<file path="src/rtl/ltd_consts.vh">
// Named constants for the logic and transfer decoder.
`ifndef LTD_CONSTS_VH
`define LTD_CONSTS_VH
// Operation codes.
`define LTD_OP_NONE 5'h00
`define LTD_OP_AND 5'h01
`define LTD_OP_OR 5'h02
`define LTD_OP_XOR 5'h03
`define LTD_OP_ZERO 5'h04
`define LTD_OP_INV 5'h05
`define LTD_OP_NIBSWAP 5'h06
`define LTD_OP_ROTL 5'h07
`define LTD_OP_ROTLC 5'h08
`define LTD_OP_ROTR 5'h09
`define LTD_OP_ROTRC 5'h0A
`define LTD_OP_COPY 5'h0B
`define LTD_OP_DPLOAD 5'h0C
`define LTD_OP_CODEDP 5'h0D
`define LTD_OP_CODEPC 5'h0E
`define LTD_OP_XRDPTR 5'h0F
`define LTD_OP_XRDRI 5'h10
`define LTD_OP_XWRDPTR 5'h11
`define LTD_OP_XWRRI 5'h12
`define LTD_OP_PUSH 5'h13
`define LTD_OP_POP 5'h14
`define LTD_OP_TRADE 5'h15
`define LTD_OP_LOWTRADE 5'h16
// Operand locations.
`define LTD_LOC_NONE 3'h0
`define LTD_LOC_ACC 3'h1
`define LTD_LOC_REG 3'h2
`define LTD_LOC_DIR 3'h3
`define LTD_LOC_IND 3'h4
`define LTD_LOC_IMM 3'h5
`define LTD_LOC_XRAM 3'h6
`define LTD_LOC_CODE 3'h7
// Byte counts and cycle counts.
`define LTD_LEN1 2'h1
`define LTD_LEN2 2'h2
`define LTD_LEN3 2'h3
`define LTD_CYC1 2'h1
`define LTD_CYC2 2'h2
// Oscillator periods in one machine cycle.
`define LTD_OSC_PER_CYC 4'hC
// Accumulator special function register address.
`define LTD_ACC_ADDR 8'hE0
// Opcode fields.
`define LTD_HI 7:4
`define LTD_LO 3:0
`define LTD_REGSEL 2:0
`define LTD_INDSEL 0
`endif

</file>
<file path="src/rtl/ltd_logic_transfer_decoder.v">
// Logic and data transfer instruction decoder and cycle sequencer.
// Overview of operation
// - AND into accumulator: 5x, 55, 56/57, 54.
// - 52 ANDs A to direct; 53 immediate.
// - OR into accumulator: 4x, 45, 46/47, 44.
// - 42 ORs A to direct; 43 immediate.
// - XOR into accumulator: 6x, 65, 66/67, 64.
// - 62 XORs A to direct; 63 immediate.
// - E4 clears, F4 inverts, C4 swaps nibbles.
// - Rotates 23, 33, 03, 13, one cycle.
// - Loads to accumulator: Ex, E5, E6/E7, 74.
// - Register writes: Fx, Ax two cycles, 7x.
// - Direct writes: F5, 8x, 85, 86/87, 75.
// - Indirect writes: F6/F7, A6/A7, 76/77.
// - 90 loads data pointer, three bytes.
// - Code table reads 93 and 83, two cycles.
// - External reads E2/E3 and E0, two cycles.
// - External writes F2/F3 and F0, two cycles.
// - C0 pushes, D0 pops, two cycles.
// - Byte trades Cx, C5, C6/C7, one cycle.
// - D6/D7 trade low nibbles, one cycle.
// - Low nibble 8-F selects working register 0-7.
// - Low opcode bit picks pointer register 0/1.
// - Direct byte reaches lower RAM or SFRs.
// - Each cycle is twelve oscillator periods.
`include "ltd_consts.vh"
module ltd_logic_transfer_decoder #(
  parameter W = 8,
  parameter OSC_PER_CYC = `LTD_OSC_PER_CYC
) (
  // Clock and reset.
  input wire clk_sys,
  input wire arst_n,
  // Oscillator-rate tick and instruction request.
  input wire oscTick,
  input wire opValid,
  input wire [7:0] opcode,
  // Core state used by accumulator operations.
  input wire [W-1:0] accIn,
  input wire carryIn,
  // Decoded instruction.
  output reg busy_r,
  output reg done_r,
  output reg handled_r,
  output reg [4:0] opKind_r,
  output reg [2:0] srcLoc_r,
  output reg [2:0] dstLoc_r,
  output reg [1:0] length_r,
  output reg [1:0] cycles_r,
  output reg [2:0] regSel_r,
  output reg ptrSel_r,
  output reg [1:0] cycleIdx_r,
  // Accumulator unit results.
  output reg [W-1:0] accOut_r,
  output reg carryOut_r,
  output reg carryWrite_r,
  // Pass-through to other decoders.
  output reg passValid_r,
  output reg [7:0] passOpcode_r
);
  reg [4:0] kind;
  reg [2:0] src;
  reg [2:0] dst;
  reg [1:0] len;
  reg [1:0] cyc;
  reg hit;
  reg [3:0] oscCnt_r;
  reg [3:0] oscCnt_nxt;
  reg cycEnd;
  wire [W-1:0] rotAcc;
  wire rotCarry;
  wire rotCarryWr;
  localparam S_IDLE = 1'b0;
  localparam S_RUN = 1'b1;
  reg state_r;

  function isReg;
    input [7:0] o;
    begin
      isReg = o[3];
    end
  endfunction

  function isInd;
    input [7:0] o;
    begin
      isInd = (o[3:1] == 3'h3);
    end
  endfunction

  // Group decode for the three logic families, which share one layout.
  task logicGroup;
    input [7:0] o;
    input [4:0] k;
    begin
      kind = k;
      dst = `LTD_LOC_ACC;
      len = `LTD_LEN1;
      cyc = `LTD_CYC1;
      hit = 1'b1;
      if (isReg(o)) begin
        src = `LTD_LOC_REG;
      end else if (isInd(o)) begin
        src = `LTD_LOC_IND;
      end else if (o[`LTD_LO] == 4'h5) begin
        src = `LTD_LOC_DIR;
        len = `LTD_LEN2;
      end else if (o[`LTD_LO] == 4'h4) begin
        src = `LTD_LOC_IMM;
        len = `LTD_LEN2;
      end else if (o[`LTD_LO] == 4'h2) begin
        src = `LTD_LOC_ACC;
        dst = `LTD_LOC_DIR;
        len = `LTD_LEN2;
      end else if (o[`LTD_LO] == 4'h3) begin
        src = `LTD_LOC_IMM;
        dst = `LTD_LOC_DIR;
        len = `LTD_LEN3;
        cyc = `LTD_CYC2;
      end else begin
        hit = 1'b0;
        kind = `LTD_OP_NONE;
      end
    end
  endtask

  always @* begin
    kind = `LTD_OP_NONE;
    src = `LTD_LOC_NONE;
    dst = `LTD_LOC_NONE;
    len = `LTD_LEN1;
    cyc = `LTD_CYC1;
    hit = 1'b0;
    case (opcode[`LTD_HI])
      4'h5: logicGroup(opcode, `LTD_OP_AND);
      4'h4: logicGroup(opcode, `LTD_OP_OR);
      4'h6: logicGroup(opcode, `LTD_OP_XOR);
      default: hit = 1'b0;
    endcase
    if (!hit) begin
      hit = 1'b1;
      src = `LTD_LOC_ACC;
      dst = `LTD_LOC_ACC;
      case (opcode)
        8'hE4: kind = `LTD_OP_ZERO;
        8'hF4: kind = `LTD_OP_INV;
        8'hC4: kind = `LTD_OP_NIBSWAP;
        8'h23: kind = `LTD_OP_ROTL;
        8'h33: kind = `LTD_OP_ROTLC;
        8'h03: kind = `LTD_OP_ROTR;
        8'h13: kind = `LTD_OP_ROTRC;
        8'hE5: begin
          kind = `LTD_OP_COPY;
          src = `LTD_LOC_DIR;
          len = `LTD_LEN2;
        end
        8'h74: begin
          kind = `LTD_OP_COPY;
          src = `LTD_LOC_IMM;
          len = `LTD_LEN2;
        end
        8'hF5: begin
          kind = `LTD_OP_COPY;
          dst = `LTD_LOC_DIR;
          len = `LTD_LEN2;
        end
        8'h85: begin
          kind = `LTD_OP_COPY;
          src = `LTD_LOC_DIR;
          dst = `LTD_LOC_DIR;
          len = `LTD_LEN3;
          cyc = `LTD_CYC2;
        end
        8'h75: begin
          kind = `LTD_OP_COPY;
          src = `LTD_LOC_IMM;
          dst = `LTD_LOC_DIR;
          len = `LTD_LEN3;
          cyc = `LTD_CYC2;
        end
        8'h90: begin
          kind = `LTD_OP_DPLOAD;
          src = `LTD_LOC_IMM;
          dst = `LTD_LOC_NONE;
          len = `LTD_LEN3;
          cyc = `LTD_CYC2;
        end
        8'h93, 8'h83: begin
          kind = opcode[4] ? `LTD_OP_CODEDP : `LTD_OP_CODEPC;
          src = `LTD_LOC_CODE;
          cyc = `LTD_CYC2;
        end
        8'hE0, 8'hE2, 8'hE3: begin
          kind = opcode[1] ? `LTD_OP_XRDRI : `LTD_OP_XRDPTR;
          src = `LTD_LOC_XRAM;
          cyc = `LTD_CYC2;
        end
        8'hF0, 8'hF2, 8'hF3: begin
          kind = opcode[1] ? `LTD_OP_XWRRI : `LTD_OP_XWRDPTR;
          dst = `LTD_LOC_XRAM;
          cyc = `LTD_CYC2;
        end
        8'hC0, 8'hD0: begin
          kind = opcode[4] ? `LTD_OP_POP : `LTD_OP_PUSH;
          src = opcode[4] ? `LTD_LOC_NONE : `LTD_LOC_DIR;
          dst = opcode[4] ? `LTD_LOC_DIR : `LTD_LOC_NONE;
          len = `LTD_LEN2;
          cyc = `LTD_CYC2;
        end
        8'hC5: begin
          kind = `LTD_OP_TRADE;
          src = `LTD_LOC_DIR;
          len = `LTD_LEN2;
        end
        8'hC6, 8'hC7: begin
          kind = `LTD_OP_TRADE;
          src = `LTD_LOC_IND;
        end
        8'hD6, 8'hD7: begin
          kind = `LTD_OP_LOWTRADE;
          src = `LTD_LOC_IND;
        end
        default: begin
          hit = 1'b0;
          src = `LTD_LOC_NONE;
          dst = `LTD_LOC_NONE;
        end
      endcase
    end
    if (!hit) begin
      hit = 1'b1;
      case (opcode[`LTD_HI])
        4'hE: begin
          kind = `LTD_OP_COPY;
          dst = `LTD_LOC_ACC;
          src = isReg(opcode) ? `LTD_LOC_REG : `LTD_LOC_IND;
          hit = isReg(opcode) | isInd(opcode);
        end
        4'hF: begin
          kind = `LTD_OP_COPY;
          src = `LTD_LOC_ACC;
          dst = isReg(opcode) ? `LTD_LOC_REG : `LTD_LOC_IND;
          hit = isReg(opcode) | isInd(opcode);
        end
        4'hA: begin
          kind = `LTD_OP_COPY;
          src = `LTD_LOC_DIR;
          dst = isReg(opcode) ? `LTD_LOC_REG : `LTD_LOC_IND;
          len = `LTD_LEN2;
          cyc = `LTD_CYC2;
          hit = isReg(opcode) | isInd(opcode);
        end
        4'h7: begin
          kind = `LTD_OP_COPY;
          src = `LTD_LOC_IMM;
          dst = isReg(opcode) ? `LTD_LOC_REG : `LTD_LOC_IND;
          len = `LTD_LEN2;
          hit = isReg(opcode) | isInd(opcode);
        end
        4'h8: begin
          kind = `LTD_OP_COPY;
          src = isReg(opcode) ? `LTD_LOC_REG : `LTD_LOC_IND;
          dst = `LTD_LOC_DIR;
          len = `LTD_LEN2;
          cyc = `LTD_CYC2;
          hit = isReg(opcode) | isInd(opcode);
        end
        4'hC: begin
          kind = `LTD_OP_TRADE;
          src = `LTD_LOC_REG;
          dst = `LTD_LOC_ACC;
          hit = isReg(opcode);
        end
        default: hit = 1'b0;
      endcase
      if (!hit) begin
        kind = `LTD_OP_NONE;
        src = `LTD_LOC_NONE;
        dst = `LTD_LOC_NONE;
        len = `LTD_LEN1;
        cyc = `LTD_CYC1;
      end
    end
  end

  // Oscillator periods are counted into machine cycles.
  always @* begin
    cycEnd = oscTick && (oscCnt_r == OSC_PER_CYC - 1);
    oscCnt_nxt = oscCnt_r;
    if (state_r == S_IDLE) begin
      oscCnt_nxt = 4'h0;
    end else if (oscTick) begin
      oscCnt_nxt = cycEnd ? 4'h0 : oscCnt_r + 4'h1;
    end
  end

  ltd_rotate_unit #(
    .W(W)
  ) u_rot (
    .op(kind),
    .accIn(accIn),
    .carryIn(carryIn),
    .accOut(rotAcc),
    .carryOut(rotCarry),
    .carryWrite(rotCarryWr)
  );

  always @(posedge clk_sys or negedge arst_n) begin
    if (!arst_n) begin
      state_r <= S_IDLE;
      oscCnt_r <= 4'h0;
      busy_r <= 1'b0;
      done_r <= 1'b0;
      handled_r <= 1'b0;
      opKind_r <= `LTD_OP_NONE;
      srcLoc_r <= `LTD_LOC_NONE;
      dstLoc_r <= `LTD_LOC_NONE;
      length_r <= `LTD_LEN1;
      cycles_r <= `LTD_CYC1;
      regSel_r <= 3'h0;
      ptrSel_r <= 1'b0;
      cycleIdx_r <= 2'h0;
      accOut_r <= {W{1'b0}};
      carryOut_r <= 1'b0;
      carryWrite_r <= 1'b0;
      passValid_r <= 1'b0;
      passOpcode_r <= 8'h00;
    end else begin
      oscCnt_r <= oscCnt_nxt;
      done_r <= 1'b0;
      passValid_r <= 1'b0;
      case (state_r)
        S_IDLE: begin
          if (opValid && hit) begin
            state_r <= S_RUN;
            busy_r <= 1'b1;
            handled_r <= 1'b1;
            opKind_r <= kind;
            srcLoc_r <= src;
            dstLoc_r <= dst;
            length_r <= len;
            cycles_r <= cyc;
            regSel_r <= opcode[`LTD_REGSEL];
            ptrSel_r <= opcode[`LTD_INDSEL];
            cycleIdx_r <= 2'h1;
            accOut_r <= rotAcc;
            carryOut_r <= rotCarry;
            carryWrite_r <= rotCarryWr;
          end else if (opValid) begin
            handled_r <= 1'b0;
            passValid_r <= 1'b1;
            passOpcode_r <= opcode;
          end
        end
        S_RUN: begin
          if (cycEnd) begin
            if (cycleIdx_r == cycles_r) begin
              state_r <= S_IDLE;
              busy_r <= 1'b0;
              done_r <= 1'b1;
              cycleIdx_r <= 2'h0;
            end else begin
              cycleIdx_r <= cycleIdx_r + 2'h1;
            end
          end
        end
        default: state_r <= S_IDLE;
      endcase
    end
  end
endmodule

</file>
<file path="src/rtl/ltd_rotate_unit.v">
// Accumulator rotate, invert, clear and nibble swap unit.
`include "ltd_consts.vh"
module ltd_rotate_unit #(
  parameter W = 8
) (
  // Operands.
  input wire [4:0] op,
  input wire [W-1:0] accIn,
  input wire carryIn,
  // Results.
  output reg [W-1:0] accOut,
  output reg carryOut,
  output reg carryWrite
);
  always @* begin
    accOut = accIn;
    carryOut = carryIn;
    carryWrite = 1'b0;
    case (op)
      `LTD_OP_ZERO: begin
        accOut = {W{1'b0}};
      end
      `LTD_OP_INV: begin
        accOut = ~accIn;
      end
      `LTD_OP_NIBSWAP: begin
        accOut = {accIn[W/2-1:0], accIn[W-1:W/2]};
      end
      `LTD_OP_ROTL: begin
        accOut = {accIn[W-2:0], accIn[W-1]};
      end
      `LTD_OP_ROTR: begin
        accOut = {accIn[0], accIn[W-1:1]};
      end
      `LTD_OP_ROTLC: begin
        accOut = {accIn[W-2:0], carryIn};
        carryOut = accIn[W-1];
        carryWrite = 1'b1;
      end
      `LTD_OP_ROTRC: begin
        accOut = {carryIn, accIn[W-1:1]};
        carryOut = accIn[0];
        carryWrite = 1'b1;
      end
      default: begin
        accOut = accIn;
      end
    endcase
  end
endmodule

</file>
<file path="config.mk">
export PLATFORM = sky130hd
export DESIGN_NAME = ltd_logic_transfer_decoder
export DESIGN_NICKNAME = d
export VERILOG_FILES = /design/src/rtl/ltd_logic_transfer_decoder.v /design/src/rtl/ltd_rotate_unit.v
export VERILOG_INCLUDE_DIRS = /design/src /design/src/rtl
export SDC_FILE = /design/constraint.sdc
export NUM_CORES = 1
export LEC_CHECK = 0
export BUFFER_PORTS_ARGS = -buffer_cell sky130_fd_sc_hd__buf_2
export CORE_MARGIN = 2
export CORE_UTILIZATION = 57
export DETAILED_ROUTE_END_ITERATION = 7
export HOLD_SLACK_MARGIN = 0.12
export PLACE_DENSITY_LB_ADDON = 0.3
export RECOVER_POWER = 25
export SYNTH_ARGS = -nofsm -noshare
export SYNTH_HDL_FRONTEND = slang
export SYNTH_HIERARCHICAL = 1
export SYNTH_SLANG_ARGS = --single-unit
</file>
<file path="constraint.sdc">
create_clock -name clk_sys -period 2.1 [get_ports clk_sys]
set_input_delay 0.105 -clock clk_sys [delete_from_list [all_inputs] [get_ports clk_sys]]
set_output_delay 0.105 -clock clk_sys [all_outputs]
set_load 0.005 [all_outputs]
</file>
==> results of run 1 <==
report_power, final:
| part | internal [mW] | switching [mW] |
|---|---|---|
| Clock | 0.235 | 0.309 |
| Combinational | 0.991 | 0.874 |
| Sequential | 1.25 | 0.244 |
| Total | 2.48 | 1.43 |
repair_timing:
item / CTS / global route
hold endpoints to repair: 29 / 0
gates cloned: 2 / 0
pin swaps: 21 / 18
hold buffers: 3 / 0
resized for setup: 53 / 29
setup buffers: 12 / 9
endpoints found under the setup margin: 9 / 9
kinds of logic (layout without fill, tap and decap cells):
logic type / after synthesis / count (layout)
adders and majority gates: 2 / 2
xor gates and xnor gates: 5 / 5
muxes: 38 / 38
buffers and inverters: 45 / 216
and+or+nand+nor: 155 / 155
AOI/OAI and AO/OA: 121 / 122
DFF: 47 / 47
routing by layer:
layer / vias to the layer above / share of wire (%) / global-route usage (%) / routed length [microns]
met5: - / 0 / 0 / 0
met4: 0 / 6.1 / 20.92 / 851
met3: 87 / 9.1 / 5.900 / 1263
met2: 308 / 47 / 58.73 / 6473
met1: 2015 / 38 / 46.53 / 5275
li1: 1887 / - / - / -
stage by stage:
stage,instance area (sq um),hold slack [ns]
2_1_floorplan,3821,-0.1906
3_3_place_gp,4836,0.1697
3_5_place_dp,4836,0.1874
4_1_cts,5296,0.1709
5_1_grt,5460,0.1919
6_report,5460,0.1779
critical path, cell delays in order:
cell and delay (ns):
buf_8 0.11, or2_4 0.25, o21a_4 0.22, a221oi_2 0.23, o211ai_1 0.13, a311oi_2 0.40
a21oi_4 0.11, buf_6 0.14, or2_4 0.26, o22a_4 0.26, o32ai_2 0.24, o22a_1 0.18
mux2_4 0.14
state kept, by name, summed over array words and instances, names as in the netlist, 2 cells and up:
register      flops
cycleIdx_r        2
length_r          2
opKind_r          5
dstLoc_r          3
accOut_r          8
oscCnt_r          4
cycles_r          2
regSel_r          3
passOpcode_r      8
srcLoc_r          3
worst paths after layout:
path | to | slack [ns] | cells after the start
max | accOut_r[4] | -0.43 | 13
min | passOpcode_r[7] | 0.18 | 3
max reg2reg | cycleIdx_r[1] | 0.15 | 6
min reg2reg | busy_r | 0.49 | 1
max in group asynchronous | state_r | 0.30 | 2
min in group asynchronous | busy_r | 0.81 | 2
final cells by class:
cell class,count,area [sq um]
clock inverter,2,13.76
multi-input combinational,322,2649
timing repair buffer,192,1390
inverter,16,60.06
tap,77,96.34
fill,354,853.3
clock buffer,6,72.57
sequential,47,1179
cell usage in the layout, fill, tap and decap left out, types with 5 or more instances in the layout:
cell type  count
inv_1         16
nor2b_1        8
a21oi_2        5
mux2i_1        7
buf_4        111
nor3_1        15
o22a_1         5
buf_2         44
a21oi_1       20
buf_6         18
clkbuf_8       5
nor2_1        30
o21ai_0       19
o211ai_1       6
nand2_1       22
clkbuf_1      14
mux2_4        20
nand3_1       19
mux2_2         8
dfrtp_1       45
==> flow_summary_export.csv, run 1 <==
group,metric,value,unit
routing,drt-wirelength-per-cell,20.94,microns
floorplanning,die-area,7119,sq um
synthesis,synth_seq_area_share,32.01,%
flow_run,cap_violations,1,
timing,period_needed,2.534,ns
critical_path,crit_start,"opcode[2]",
synthesis,yosys.area_share.xor_xnor,1.189,%
outcome,outcome,"finished, violations left",
synthesis,synth_fp_nets,435,
synthesis,ys_seq_elements,47,
timing,relSlewSlack,-14.56,%
power_and_ir_drop,powerDensity,715.0,nW/um^2
routing,drc,0,
min_path,min_from,"opcode[7]",
global_routing,grt_max_degree,32,
layout,final_nets,606,
power_and_ir_drop,ir_worst_vdd,0.0008026,V
routing,postRouteAntennaNets,0,
global_routing,overflow,0,
cts,clk_pin_slew_worst_paths,0.09,ns
critical_path,crit_fanout,8,
synthesis,synth_edf_count,0,
critical_path,worstPathArrival,2.78,ns
place,hpwlAfterDp,9167,microns
synthesis,synth_top_area_share,30.58,%
floorplanning,die_x,84.38,microns
timing,worst_slack,-0.4343,ns
critical_path,r2r_start,"oscCnt_r[0]",
power_and_ir_drop,p_leak,2.543,nW
floorplanning,initial_utilization,58.32,%
timing,maxSlewViolCount,32,
synthesis,synth_fa_ha_area_share,0.6116,%
synthesis,ys_warn_count,6,
synthesis,synth_commonest_cells,"dfrtp_1, nor2_1, a21oi_1, nand2_1, o21ai_0",
place,routabilityCongestion,1.026,
synthesis,synth.distinct_cells,76,
cts,cts_tree,"done",
floorplanning,pin_count,64,
layout,final_util,86.48,%
floorplanning,core,6314,sq um
synthesis,synthSimpleGateAreaFrac,23.24,%
routing,drtIter0Drc,393,
routing,via_per_inst,6.491,
power_and_ir_drop,p_total,3.904,mW
global_routing,antenna_found_initial,0,
layout,n_antenna_cell,0,
layout,drive_gt1_share,47.01,%
synthesis,async_flop_share,100.0,%
floorplanning,die_y,84.38,microns
layout,final_cells,662,
synthesis,synth_cells,413,
timing,finalSetupViolCount,9,
place,placed_cells,630,
routing,routed_wirelength,13860,microns
global_routing,first_global_vias,4122,
synthesis,syn_area,3682,sq um
place,dpl_worst_slack,-0.6839,ns
cts,htreeDepth,2,
timing,finalHoldViolations,0,
place,io_buffers,63,
global_routing,grt_pass1_wl,20820,microns
critical_path,crit_required,2.35,ns
synthesis,synthMuxAreaShare,13.42,%
floorplanning,rows,29,
timing,clock_skew,0.004058,ns
global_routing,grt_usage,36.44,%
critical_path,endpoint_kind,"flip-flop",
min_path,hp-class,"input port to flip-flop",
synthesis,avgSynthCellArea,8.916,sq um
timing,fin_crit_sh,120.7,%
timing,tightestPinTransition,1.718,ns
synthesis,synth_area_leaders,"dfrtp_1, mux2_4, a21oi_1",
cts,cts_buffer_depth,2,
timing,max_freq,394.6,MHz
layout,area_delta_synth_final,48.28,%
cts,cts_made_buffers,5,
timing,rsz0062_at_grt,"yes",
timing,finalSetupTns,-2.845,ns
synthesis,synth_top_cell_by_area,"dfrtp_1",
cts,insertion_delay,0.30,ns
critical_path,worst_setup_path_start_kind,"input port",
synthesis,synth_flop_cell,"dfrtp_1",
synthesis,synth-compound-area-share,23.00,%
routing,num_vias,4297,
outcome,violations,"capacitance limit, slew limit, setup timing",
routing,dr.pass1.iters,7,
critical_path,critPathKind,"input port to flip-flop",
synthesis,synth_top_family_by_area,"simple AND/OR/NAND/NOR gates",
cts,cts_sinks,47,
synthesis,synth_most_common_cell,"dfrtp_1",
cts,cts_root_buf,"clkbuf_8",
No activity file was read; power rests on OpenSTA's default activity.
==> inputs of run 2 (changes only) <==
CORE_UTILIZATION = 59   (was 57)
CTS_BUF_LIST = sky130_fd_sc_hd__clkbuf_8   (was not set)
SLEW_MARGIN = 10   (was not set)
==> flow_summary_export.csv, run 2 (synthesis gave the netlist of run 1 again) <==
group,metric,value,unit
place,hpwlAfterDp,9307,microns
layout,n_antenna_cell,0,
routing,drt-wirelength-per-cell,22.65,microns
routing,via_per_inst,6.861,
layout,layout_common_cells,"buf_4, buf_2, dfrtp_1",
layout,design_area,5539,sq um
layout,area_delta_synth_final,50.42,%
timing,worst_slack,-0.4557,ns
cts,htreeDepth,2,
global_routing,overflow,0,
min_path,hp-class,"input port to flip-flop",
power_and_ir_drop,powerDensity,753.1,nW/um^2
floorplanning,die_x,83,microns
routing,routed_wirelength,14970,microns
timing,finalHoldViolations,0,
cts,cts_sinks,47,
place,placed_area,4871,sq um
layout,final_nets,607,
cts,cts_root_buf,"clkbuf_8",
routing,postRouteAntennaNets,0,
routing,drc,0,
timing,finalSetupViolCount,9,
layout,largestRegisters,"accOut_r x8, passOpcode_r x8, opKind_r x5",
critical_path,critPathMaxStageDelay,0.60,ns
timing,fin_crit_sh,121.7,%
critical_path,path_cells,"buf_12 > or4_4 > nor2_4 > nand2_2 > buf_4 > o2111ai_4 > buf_6 > buf_4 > buf_4 > nor2_1 > a21oi_1 > o22ai_1 > o32a_1 > mux2_4",
timing,rsz0062_at_grt,"yes",
floorplanning,die-area,6889,sq um
cts,clk_pin_slew_worst_paths,0.10,ns
floorplanning,initial_utilization,61.47,%
critical_path,crit_path_top_delay_cell,"or4_4",
timing,clock_skew,0.01254,ns
flow_run,cap_violations,0,
critical_path,endpoint_kind,"flip-flop",
layout,layout_commonest_cell,"buf_4",
outcome,outcome,"finished, violations left",
cts,cts_made_buffers,5,
global_routing,antenna_found_initial,0,
power_and_ir_drop,p_leak,2.576,nW
critical_path,critPathKind,"input port to flip-flop",
cts,cts_buffer_depth,2,
routing,drtIter0Drc,607,
place,routabilityCongestion,1.036,
global_routing,grt_pass1_wl,22160,microns
critical_path,crit_fanout,6,
floorplanning,rows,28,
outcome,violations,"setup timing",
floorplanning,core,5991,sq um
global_routing,grt_max_degree,48,
cts,insertion_delay,0.31,ns
floorplanning,pin_count,64,
critical_path,path_common_cell,"buf_4",
layout,final_util,92.46,%
global_routing,grt_usage,40.07,%
critical_path,worst_setup_path_start_kind,"input port",
place,io_buffers,63,
timing,tightestPinTransition,1.201,ns
timing,period_needed,2.556,ns
routing,num_vias,4535,
timing,relSlewSlack,19.92,%
critical_path,worstPathArrival,2.76,ns
timing,max_freq,391.3,MHz
cts,cts_tree,"done",
timing,maxSlewViolCount,0,
floorplanning,die_y,83,microns
global_routing,first_global_vias,4293,
layout,drive_gt1_share,49.49,%
routing,dr.pass1.iters,6,
critical_path,crit_required,2.31,ns
power_and_ir_drop,ir_worst_vdd,0.0007550,V
run 2: what timing repair did:
item | CTS | global route
hold buffers | 4 | 0
resized for setup | 50 | 39
cloned | 2 | 0
setup buffers | 14 | 5
endpoints found under the hold margin | 48 | 0
pin swaps | 23 | 15
endpoints found under the setup margin | 10 | 11
run 2: path summary, 6_finish.rpt:
path                                   from               to  slack [ns]  cells past startpoint
worst max-delay path              opcode[2]      accOut_r[6]       -0.46                     14
worst min-delay path              opcode[2]  passOpcode_r[2]        0.14                      3
worst max register to register  oscCnt_r[0]    cycleIdx_r[1]        0.28                      6
worst min register to register       busy_r           busy_r        0.48                      1
max in group asynchronous            arst_n      srcLoc_r[0]        0.72                      3
min in group asynchronous            arst_n      accOut_r[2]        0.64                      3
run 2: critical path: cells and delay by family:
family / cells / cell delay, ns
AND/OR/NAND/NOR: 4 / 0.89
AO/OA/AOI/OAI: 4 / 0.77
buffers and inverters: 5 / 0.72
multiplexers: 1 / 0.27
run 2: per-layer routing:
layer	routed length (microns)	up-vias	GRT usage, %
met5	0	-	0
met4	1326	0	20.57
met3	1436	136	6.064
met2	7119	412	70.82
met1	5089	2099	46.85
li1	-	1888	-
run 2: per-stage QoR:
step	power [mW]	hold slack (ns)	worst slack (ns)	std cells	setup TNS, ns
3_5_place_dp	3.153	0.2344	-0.6786	628	-8.617
6_report	4.171	0.1388	-0.4557	661	-3.101
5_1_grt	4.367	0.1277	-0.5842	661	-4.044
4_1_cts	3.992	0.1321	-0.2473	656	-1.710
3_3_place_gp	3.067	0.2175	-0.6136	628	-7.088
2_1_floorplan	2.421	-0.1906	-0.3260	413	-2.308
run 2: area by class of cell:
cell class | count | area, sq um
clock inverter | 2 | 38.79
sequential | 47 | 1179
timing repair buffer | 194 | 1463
multi-input combinational | 321 | 2623
clock buffer | 6 | 82.58
inverter | 16 | 60.06
tap | 75 | 93.84
fill | 233 | 451.7
run 2: report_power, final:
part	leakage [nW]	switching (mW)	internal [mW]	total, mW
clock	0.0618	0.348	0.393	0.740
sequential	0.594	0.260	1.25	1.51
combinational	1.92	0.914	1.01	1.92
total	2.58	1.52	2.65	4.17
